==> src/rtl/cmt_defs.svh <==
// Constants of the two-channel compare match interval timer.
`ifndef CMT_DEFS_SVH
`define CMT_DEFS_SVH

// ----------------------------------------------------------------------------
// Register indices (byte address is four times the index)
// ----------------------------------------------------------------------------
`define IDX_RUN     6'h00
`define IDX_CSR0    6'h02
`define IDX_CNT0    6'h04
`define IDX_COR0    6'h06
`define IDX_STRIDE  6'h06

// ----------------------------------------------------------------------------
// Field positions and reset values
// ----------------------------------------------------------------------------
`define FLAG_BIT    7
`define IE_BIT      6
`define CKS_HI      1
`define CKS_LO      0
`define RUN_RST     2'h0
`define CNT_RST     16'h0000
`define COR_RST     16'hFFFF

// ----------------------------------------------------------------------------
// Prescaler taps, one tick every 8, 32, 128 or 512 system clocks
// ----------------------------------------------------------------------------
`define PRESC_W     9
`define MASK_D8     9'h007
`define MASK_D32    9'h01F
`define MASK_D128   9'h07F
`define MASK_D512   9'h1FF

`endif

==> src/rtl/cmt_pkg.sv <==
// Types shared by the compare match timer.
package cmt_pkg;
  `include "cmt_defs.svh"

  typedef enum logic [1:0] {
    CKS_D8   = 2'h0,
    CKS_D32  = 2'h1,
    CKS_D128 = 2'h2,
    CKS_D512 = 2'h3
  } cks_e;

  typedef enum logic [1:0] {
    BUS_IDLE = 2'h0,
    BUS_RD   = 2'h1
  } bus_e;

  typedef struct packed {
    logic [1:0]         run;
    logic [1:0]         flag;
    logic [1:0]         ie;
    logic [1:0][1:0]    cks;
    logic [1:0][15:0]   cnt;
    logic [1:0][15:0]   cor;
    logic [1:0]         seen;
    logic [1:0]         irq;
    logic [`PRESC_W-1:0] presc;
    bus_e               bus;
    logic               wr_pend;
    logic [5:0]         widx;
    logic [5:0]         ridx;
    logic               hreadyout_r;
    logic [15:0]        hrdata_r;
  } state_s;
endpackage : cmt_pkg

==> src/rtl/compare_match_timer.sv <==
// Two-channel compare match interval timer with an AHB-Lite register slave.
//
// Added by the designer: the address map and the AHB-Lite slave port.
`timescale 1ns/1ps
module compare_match_timer
  import cmt_pkg::*;
(
  // Clock and power-on reset
  input  wire logic        hclk,
  input  wire logic        hresetn,
  // AHB-Lite slave
  input  wire logic        hsel,
  input  wire logic [31:0] haddr,
  input  wire logic [1:0]  htrans,
  input  wire logic        hwrite,
  input  wire logic [2:0]  hsize,
  input  wire logic [31:0] hwdata,
  input  wire logic        hready,
  output logic      [31:0] hrdata,
  output logic             hreadyout,
  output logic             hresp,
  // Power management
  input  wire logic        standby,
  input  wire logic        manual_rst,
  // Interrupt requests
  output logic      [1:0]  match_irq_request
);

  // --------------------------------------------------------------------------
  // State and helpers
  // --------------------------------------------------------------------------
  state_s q;
  state_s n;

  logic       accept;
  logic       wr_now;
  logic [1:0] tick;
  logic [1:0] match;
  logic [1:0] wr_csr;
  logic [1:0] wr_cnt;
  logic [1:0] wr_cor;
  logic       wr_run;
  logic [5:0] aidx;

  function automatic logic [`PRESC_W-1:0] div_mask(input logic [1:0] sel);
    logic [`PRESC_W-1:0] m;
    m = `MASK_D8;
    case (cks_e'(sel))
      CKS_D8:   m = `MASK_D8;
      CKS_D32:  m = `MASK_D32;
      CKS_D128: m = `MASK_D128;
      CKS_D512: m = `MASK_D512;
      default:  m = `MASK_D8;
    endcase
    return m;
  endfunction : div_mask

  // Reserved control/status positions are simply driven as zero.
  function automatic logic [15:0] csr_view(input state_s s, input int c);
    logic [15:0] v;
    v             = 16'h0000;
    v[`FLAG_BIT]  = s.flag[c];
    v[`IE_BIT]    = s.ie[c];
    v[`CKS_HI:`CKS_LO] = s.cks[c];
    return v;
  endfunction : csr_view

  function automatic logic [15:0] read_mux(input state_s s, input logic [5:0] idx);
    logic [15:0] v;
    v = 16'h0000;
    if (idx == `IDX_RUN)
      v = {14'h0000, s.run};
    for (int c = 0; c < 2; c++)
    begin
      if (idx == 6'(`IDX_CSR0 + `IDX_STRIDE * c))
        v = csr_view(s, c);
      if (idx == 6'(`IDX_CNT0 + `IDX_STRIDE * c))
        v = s.cnt[c];
      if (idx == 6'(`IDX_COR0 + `IDX_STRIDE * c))
        v = s.cor[c];
    end
    return v;
  endfunction : read_mux

  // --------------------------------------------------------------------------
  // Bus decode
  // --------------------------------------------------------------------------
  // Writes finish with no wait state; a write's data phase always ends on the
  // next edge because hreadyout is only pulled low for reads.
  assign accept = hsel && htrans[1] && hready;
  assign wr_now = q.wr_pend && q.hreadyout_r;
  assign aidx   = haddr[7:2];
  assign wr_run = wr_now && (q.widx == `IDX_RUN);

  for (genvar c = 0; c < 2; c++)
  begin : g_ch
    // Each channel taps the shared prescaler through its own mask.
    assign tick[c]   = (q.presc & div_mask(q.cks[c])) == div_mask(q.cks[c]);
    assign match[c]  = tick[c] && q.run[c] && (q.cnt[c] == q.cor[c]);
    assign wr_csr[c] = wr_now && (q.widx == 6'(`IDX_CSR0 + `IDX_STRIDE * c));
    assign wr_cnt[c] = wr_now && (q.widx == 6'(`IDX_CNT0 + `IDX_STRIDE * c));
    assign wr_cor[c] = wr_now && (q.widx == 6'(`IDX_COR0 + `IDX_STRIDE * c));
  end

  // --------------------------------------------------------------------------
  // Next state
  // --------------------------------------------------------------------------
  always_comb
  begin
    n = q;

    // Manual reset restarts the prescaler phase and nothing else.
    n.presc = manual_rst ? '0 : q.presc + `PRESC_W'(1);

    if (wr_run)
      n.run = hwdata[1:0];

    for (int c = 0; c < 2; c++)
    begin
      if (q.run[c] && tick[c])
      begin
        if (match[c])
          n.cnt[c] = `CNT_RST;
        else
          n.cnt[c] = q.cnt[c] + 16'h0001;
      end
      // A write beats an increment but loses to a match clear.
      if (wr_cnt[c] && !match[c])
        n.cnt[c] = hwdata[15:0];
      if (wr_cor[c])
        n.cor[c] = hwdata[15:0];
      if (wr_csr[c])
      begin
        n.ie[c]  = hwdata[`IE_BIT];
        n.cks[c] = hwdata[`CKS_HI:`CKS_LO];
        if (!hwdata[`FLAG_BIT] && q.seen[c])
          n.flag[c] = 1'b0;
        n.seen[c] = 1'b0;
      end
      // Setting wins over a clear in the same cycle.
      if (match[c])
        n.flag[c] = 1'b1;
    end

    // Bus sequencing: reads take one wait state so the data always reflects
    // a write that finished on the edge the read was accepted.
    n.hreadyout_r = 1'b1;
    if (wr_now)
      n.wr_pend = 1'b0;
    case (q.bus)
      BUS_IDLE:
      begin
        if (accept && hwrite)
        begin
          n.wr_pend = 1'b1;
          n.widx    = aidx;
        end
        else if (accept)
        begin
          n.bus         = BUS_RD;
          n.ridx        = aidx;
          n.hreadyout_r = 1'b0;
        end
      end
      BUS_RD:
      begin
        n.bus      = BUS_IDLE;
        n.hrdata_r = read_mux(q, q.ridx);
        for (int c = 0; c < 2; c++)
        begin
          if (q.ridx == 6'(`IDX_CSR0 + `IDX_STRIDE * c) && q.flag[c])
            n.seen[c] = 1'b1;
        end
      end
      default:
      begin
        n.bus = BUS_IDLE;
      end
    endcase

    // Standby puts every timer register but the prescaler back to its power-on value.
    if (standby)
    begin
      n.run  = `RUN_RST;
      n.flag = 2'h0;
      n.ie   = 2'h0;
      n.cks  = {2{CKS_D8}};
      n.seen = 2'h0;
      n.cnt  = {2{`CNT_RST}};
      n.cor  = {2{`COR_RST}};
    end

    n.irq = n.flag & n.ie;
  end

  // --------------------------------------------------------------------------
  // State register
  // --------------------------------------------------------------------------
  always_ff @(posedge hclk or negedge hresetn)
  begin
    if (!hresetn)
    begin
      q             <= '0;
      q.cor         <= {2{`COR_RST}};
      q.hreadyout_r <= 1'b1;
    end
    else
    begin
      q <= n;
    end
  end

  assign hrdata            = {16'h0000, q.hrdata_r};
  assign hreadyout         = q.hreadyout_r;
  assign hresp             = 1'b0;
  assign match_irq_request = q.irq;
endmodule : compare_match_timer
==> config.mk <==
export PLATFORM = sky130hd
export DESIGN_NAME = compare_match_timer
export DESIGN_NICKNAME = d
export VERILOG_FILES = /design/src/rtl/cmt_pkg.sv /design/src/rtl/compare_match_timer.sv
export VERILOG_INCLUDE_DIRS = /design/src /design/src/rtl
export SDC_FILE = /design/constraint.sdc
export NUM_CORES = 1
export LEC_CHECK = 0
export BUFFER_PORTS_ARGS = -buffer_cell sky130_fd_sc_hd__clkbuf_2
export CELL_PAD_IN_SITES_DETAIL_PLACEMENT = 0
export CELL_PAD_IN_SITES_GLOBAL_PLACEMENT = 1
export CORE_MARGIN = 2
export CORE_UTILIZATION = 40
export CTS_CLUSTER_SIZE = 8
export DETAILED_ROUTE_END_ITERATION = 16
export PLACE_DENSITY = 0.81
export SYNTH_ARGS = -nofsm -noshare
export SYNTH_HDL_FRONTEND = slang
export SYNTH_SLANG_ARGS = --single-unit
==> constraint.sdc <==
create_clock -name hclk -period 2.8 [get_ports hclk]
set_clock_uncertainty 0.2 [all_clocks]
set_input_delay 0.56 -clock hclk [delete_from_list [all_inputs] [get_ports hclk]]
set_output_delay 0.56 -clock hclk [all_outputs]
set_load 0.02 [all_outputs]
==> impl_metrics.py <==
metrics = {
    "pwr": {
        "power_frac_comb_pct": 9.7,
        "cellLeakagePower_nw": 3.072,
        "internal-power_mw": 3.651,
        "switching_share_pct": 23.65,
        "clkPwrFrac_pct": 51.2,
        "vdd_drop_max_mv": 0.4478,
        "seq_power_share_pct": 39.1,
        "cellPowerDensity_mw_per_mm2": 615.6,
        "switchingPower_mw": 1.131,
    },
    "cells_and_area": {
        "nFillCells": 1606,
        "final_common_cell": "dfrtp_1",
        "drive_above_1_share_pct": 23.15,
        "final_cell_mix": "85 x dfrtp_1, 54 x nand2_1, 47 x clkbuf_2",
        "syn_to_final_growth_pct": 14.18,
        "insertedDiodeCount": 0,
        "nets": 810,
    },
    "logic_synthesis": {
        "avgSynthCellArea_sq_um": 9.595,
        "yosys_warnings": 0,
        "yosysTopAreaCell": "dfrtp_1",
        "synth_area_sq_mm": 0.006803,
        "synth.ff_latch_count": 118,
        "synthTopCellsByArea": "dfrtp_1 31%, dfstp_2 13%, mux2i_1 6.5%, xnor2_1 4.6%, mux2_2 4.3%",
        "ys_types": 54,
        "ys.flop_type": "dfrtp_1",
        "async_reset_ff_share_pct": 100.0,
        "synth_top_area_share_pct": 31.27,
        "syn_inst": 709,
        "yosysSeqAreaShare_pct": 44.01,
        "synth_edf_count": 0,
    },
    "floorplanning": {
        "rows": 47,
        "dieArea_sq_mm": 0.01807,
        "num_io_pins": 112,
        "die_x_um": 134.4,
        "core_sq_mm": 0.01658,
        "initial_core_util_pct": 41.02,
        "die_h_um": 134.4,
    },
    "cts": {
        "numCtsBuffers": 17,
        "clk_latency_ns": 0.42,
        "cts_tree": "yes",
        "post_cts_buffers": 0,
        "clockBufferDepth": 2,
        "clock_sinks": 118,
        "ctsResizeCount": 0,
        "clock-root-buffer": "clkbuf_16",
        "cts.clk_slew.worst_paths_ns": 0.06,
        "htreeDepth": 4,
    },
    "route": {
        "wl_per_cell_um": 18.97,
        "wirelength_mm": 18.27,
        "via_count": 5503,
        "drt_pre_antenna_iters": 5,
        "detail-route-antenna-nets": 0,
        "drc": 0,
        "drtIter0Drc": 522,
        "vias_per_cell": 5.714,
    },
    "hold_path": {
        "hold_class": "in -> reg",
        "hold_depth": 2,
    },
    "critical_path": {
        "startpoint_type": "register",
        "cp_max_fo": 18,
        "worst_path_max_delay_cell": "and2_1",
        "cp.depth": 6,
        "cp.required_ns": 2.93,
        "slowest_delay_ns": 0.54,
        "path_buf_inv": 0,
        "worst-r2r-cell-count": 6,
        "crit_type": "reg -> reg",
        "crit_arrival_ns": 2.65,
        "cpLargestDelayFamily": "simple AND/OR/NAND/NOR gates",
        "crit_path_end_kind": "register",
        "crit_chain": "nand4_1, a21oi_1, and2_1, mux2i_1, nand2_1, o21ai_0",
    },
    "job": {
        "drv_cap": 0,
    },
    "sta": {
        "timing.final.crit_period_ns": 2.520,
        "rsz0062_at_grt": "no",
        "hold_ws_ns": 0.1883,
        "fin_setup_tns_ns": 0,
        "setup_violations": 0,
        "finalMaxSlewViolations": 0,
        "clock.fmax_mhz": 396.9,
        "slew_headroom_pct": 24.62,
        "worstMarginPinSlew_ns": 1.127,
        "worst_slack_ns": 0.2803,
        "hold_viol": 0,
        "fin_crit_sh_pct": 89.99,
    },
    "place": {
        "place_ws_ns": 0.2820,
        "dp_hpwl_mm": 13.16,
        "gp_congestion": 0.9005,
        "portBuffers": 48,
    },
    "grt": {
        "antenna_found_initial": 0,
        "gr-usage-all-layers_pct": 20.86,
        "grt_pass1_vias": 5319,
        "grt_pass1_wl_mm": 29.09,
        "grt.overflow.total": 0,
        "grt_max_degree": 49,
    },
    "outcome": {
        "status": "finished clean",
    },
}
timing repair:
item,in CTS,in global routing
setup endpoints to repair,0,0
hold buffers,1,0
endpoints found under the hold margin,22,0
state kept, by name (all words and copies together) (netlist names):
signal and cells:
hrdata 16, q 99, hreadyout 1, match_irq_request 2
final cells by class:
class / instances / area, sq um / share of cell area (%)
timing repair buffer: 69 / 427.9 / 5.509
multi-input combinational: 512 / 3357 / 43.22
clock buffer: 22 / 494.2 / 6.363
clock inverter: 9 / 170.2 / 2.191
inverter: 13 / 48.80 / 0.6282
sequential: 118 / 2994 / 38.55
tap: 220 / 275.3 / 3.544
per-stage QoR:
step | utilization, % | total power [mW] | instances | area (sq um)
final | 46.84 | 4.782 | 963 | 7767
after global routing | 46.84 | 4.937 | 963 | 7767
after floorplan | - | 2.208 | 725 | 6863
after detailed placement | 42.77 | 2.354 | 931 | 7093
after global placement | 42.77 | 2.339 | 931 | 7093
after CTS | 46.84 | 4.810 | 963 | 7767
power by group through the flow:
| stage | logic (mW) | clock network, mW | registers, mW |
|---|---|---|---|
| 6_report | 0.462 | 2.45 | 1.87 |
| 2_1_floorplan | 0.355 | 0 | 1.85 |
| 5_1_grt | 0.503 | 2.56 | 1.88 |
| 3_5_place_dp | 0.461 | 0 | 1.89 |
| 3_3_place_gp | 0.451 | 0 | 1.89 |
| 4_1_cts | 0.463 | 2.48 | 1.87 |
layer usage:
layer,vias up,global-route usage (%),part of all wire (%)
met4,0,7.895,2.2
met1,2726,28.02,43
li1,2543,-,-
met2,206,33.30,48
met5,-,0,0
met3,28,4.271,6.0
synth_stat cells (all sizes together) (2+ instances only):
master and n:
xor2 4, buf 57, clkbuf 25, nand3 35, mux2i 44, o22ai 6, nand2b 4, o211ai 4
nor2 46, nor3b 14, dfrtp 85, inv 12, ha 3, nand2 54, nor3 19, nor4b 2
a31oi 5, or3 3, o21ai 58, a21boi 3, o31ai 2, dfstp 33, mux4 2, and2 5
nor4 8, nand4 17, a211oi 3, a21oi 42, mux2 26, and3 14, xnor2 36, a222oi 12
nor2b 4, a22oi 8, nand3b 3, and4 4
path summary, 6_finish.rpt:
| path | slack (ns) | to | start |
|---|---|---|---|
| hold / removal | 0.19 | q[23] | haddr[2] |
| max in group asynchronous | 1.32 | q[74] | hresetn |
| min in group asynchronous | 0.39 | q[114] | hresetn |
| hold reg to reg | 0.28 | q[32] | q[32] |
| setup / recovery | 0.28 | q[79] | q[35] |
| setup reg to reg | 0.28 | q[79] | q[35] |
cell families after synthesis:
family | after synthesis | synth area share [%]
compound gates | 145 | 12.82
xor+xnor | 40 | 5.150
fa+ha+maj | 3 | 0.5518
buf+inv | 95 | 7.743
flops | 118 | 44.01
mux | 72 | 11.44
other cells | 1 | 0.05512
simple gates | 235 | 18.23
(Power assumes the default switching activity.)
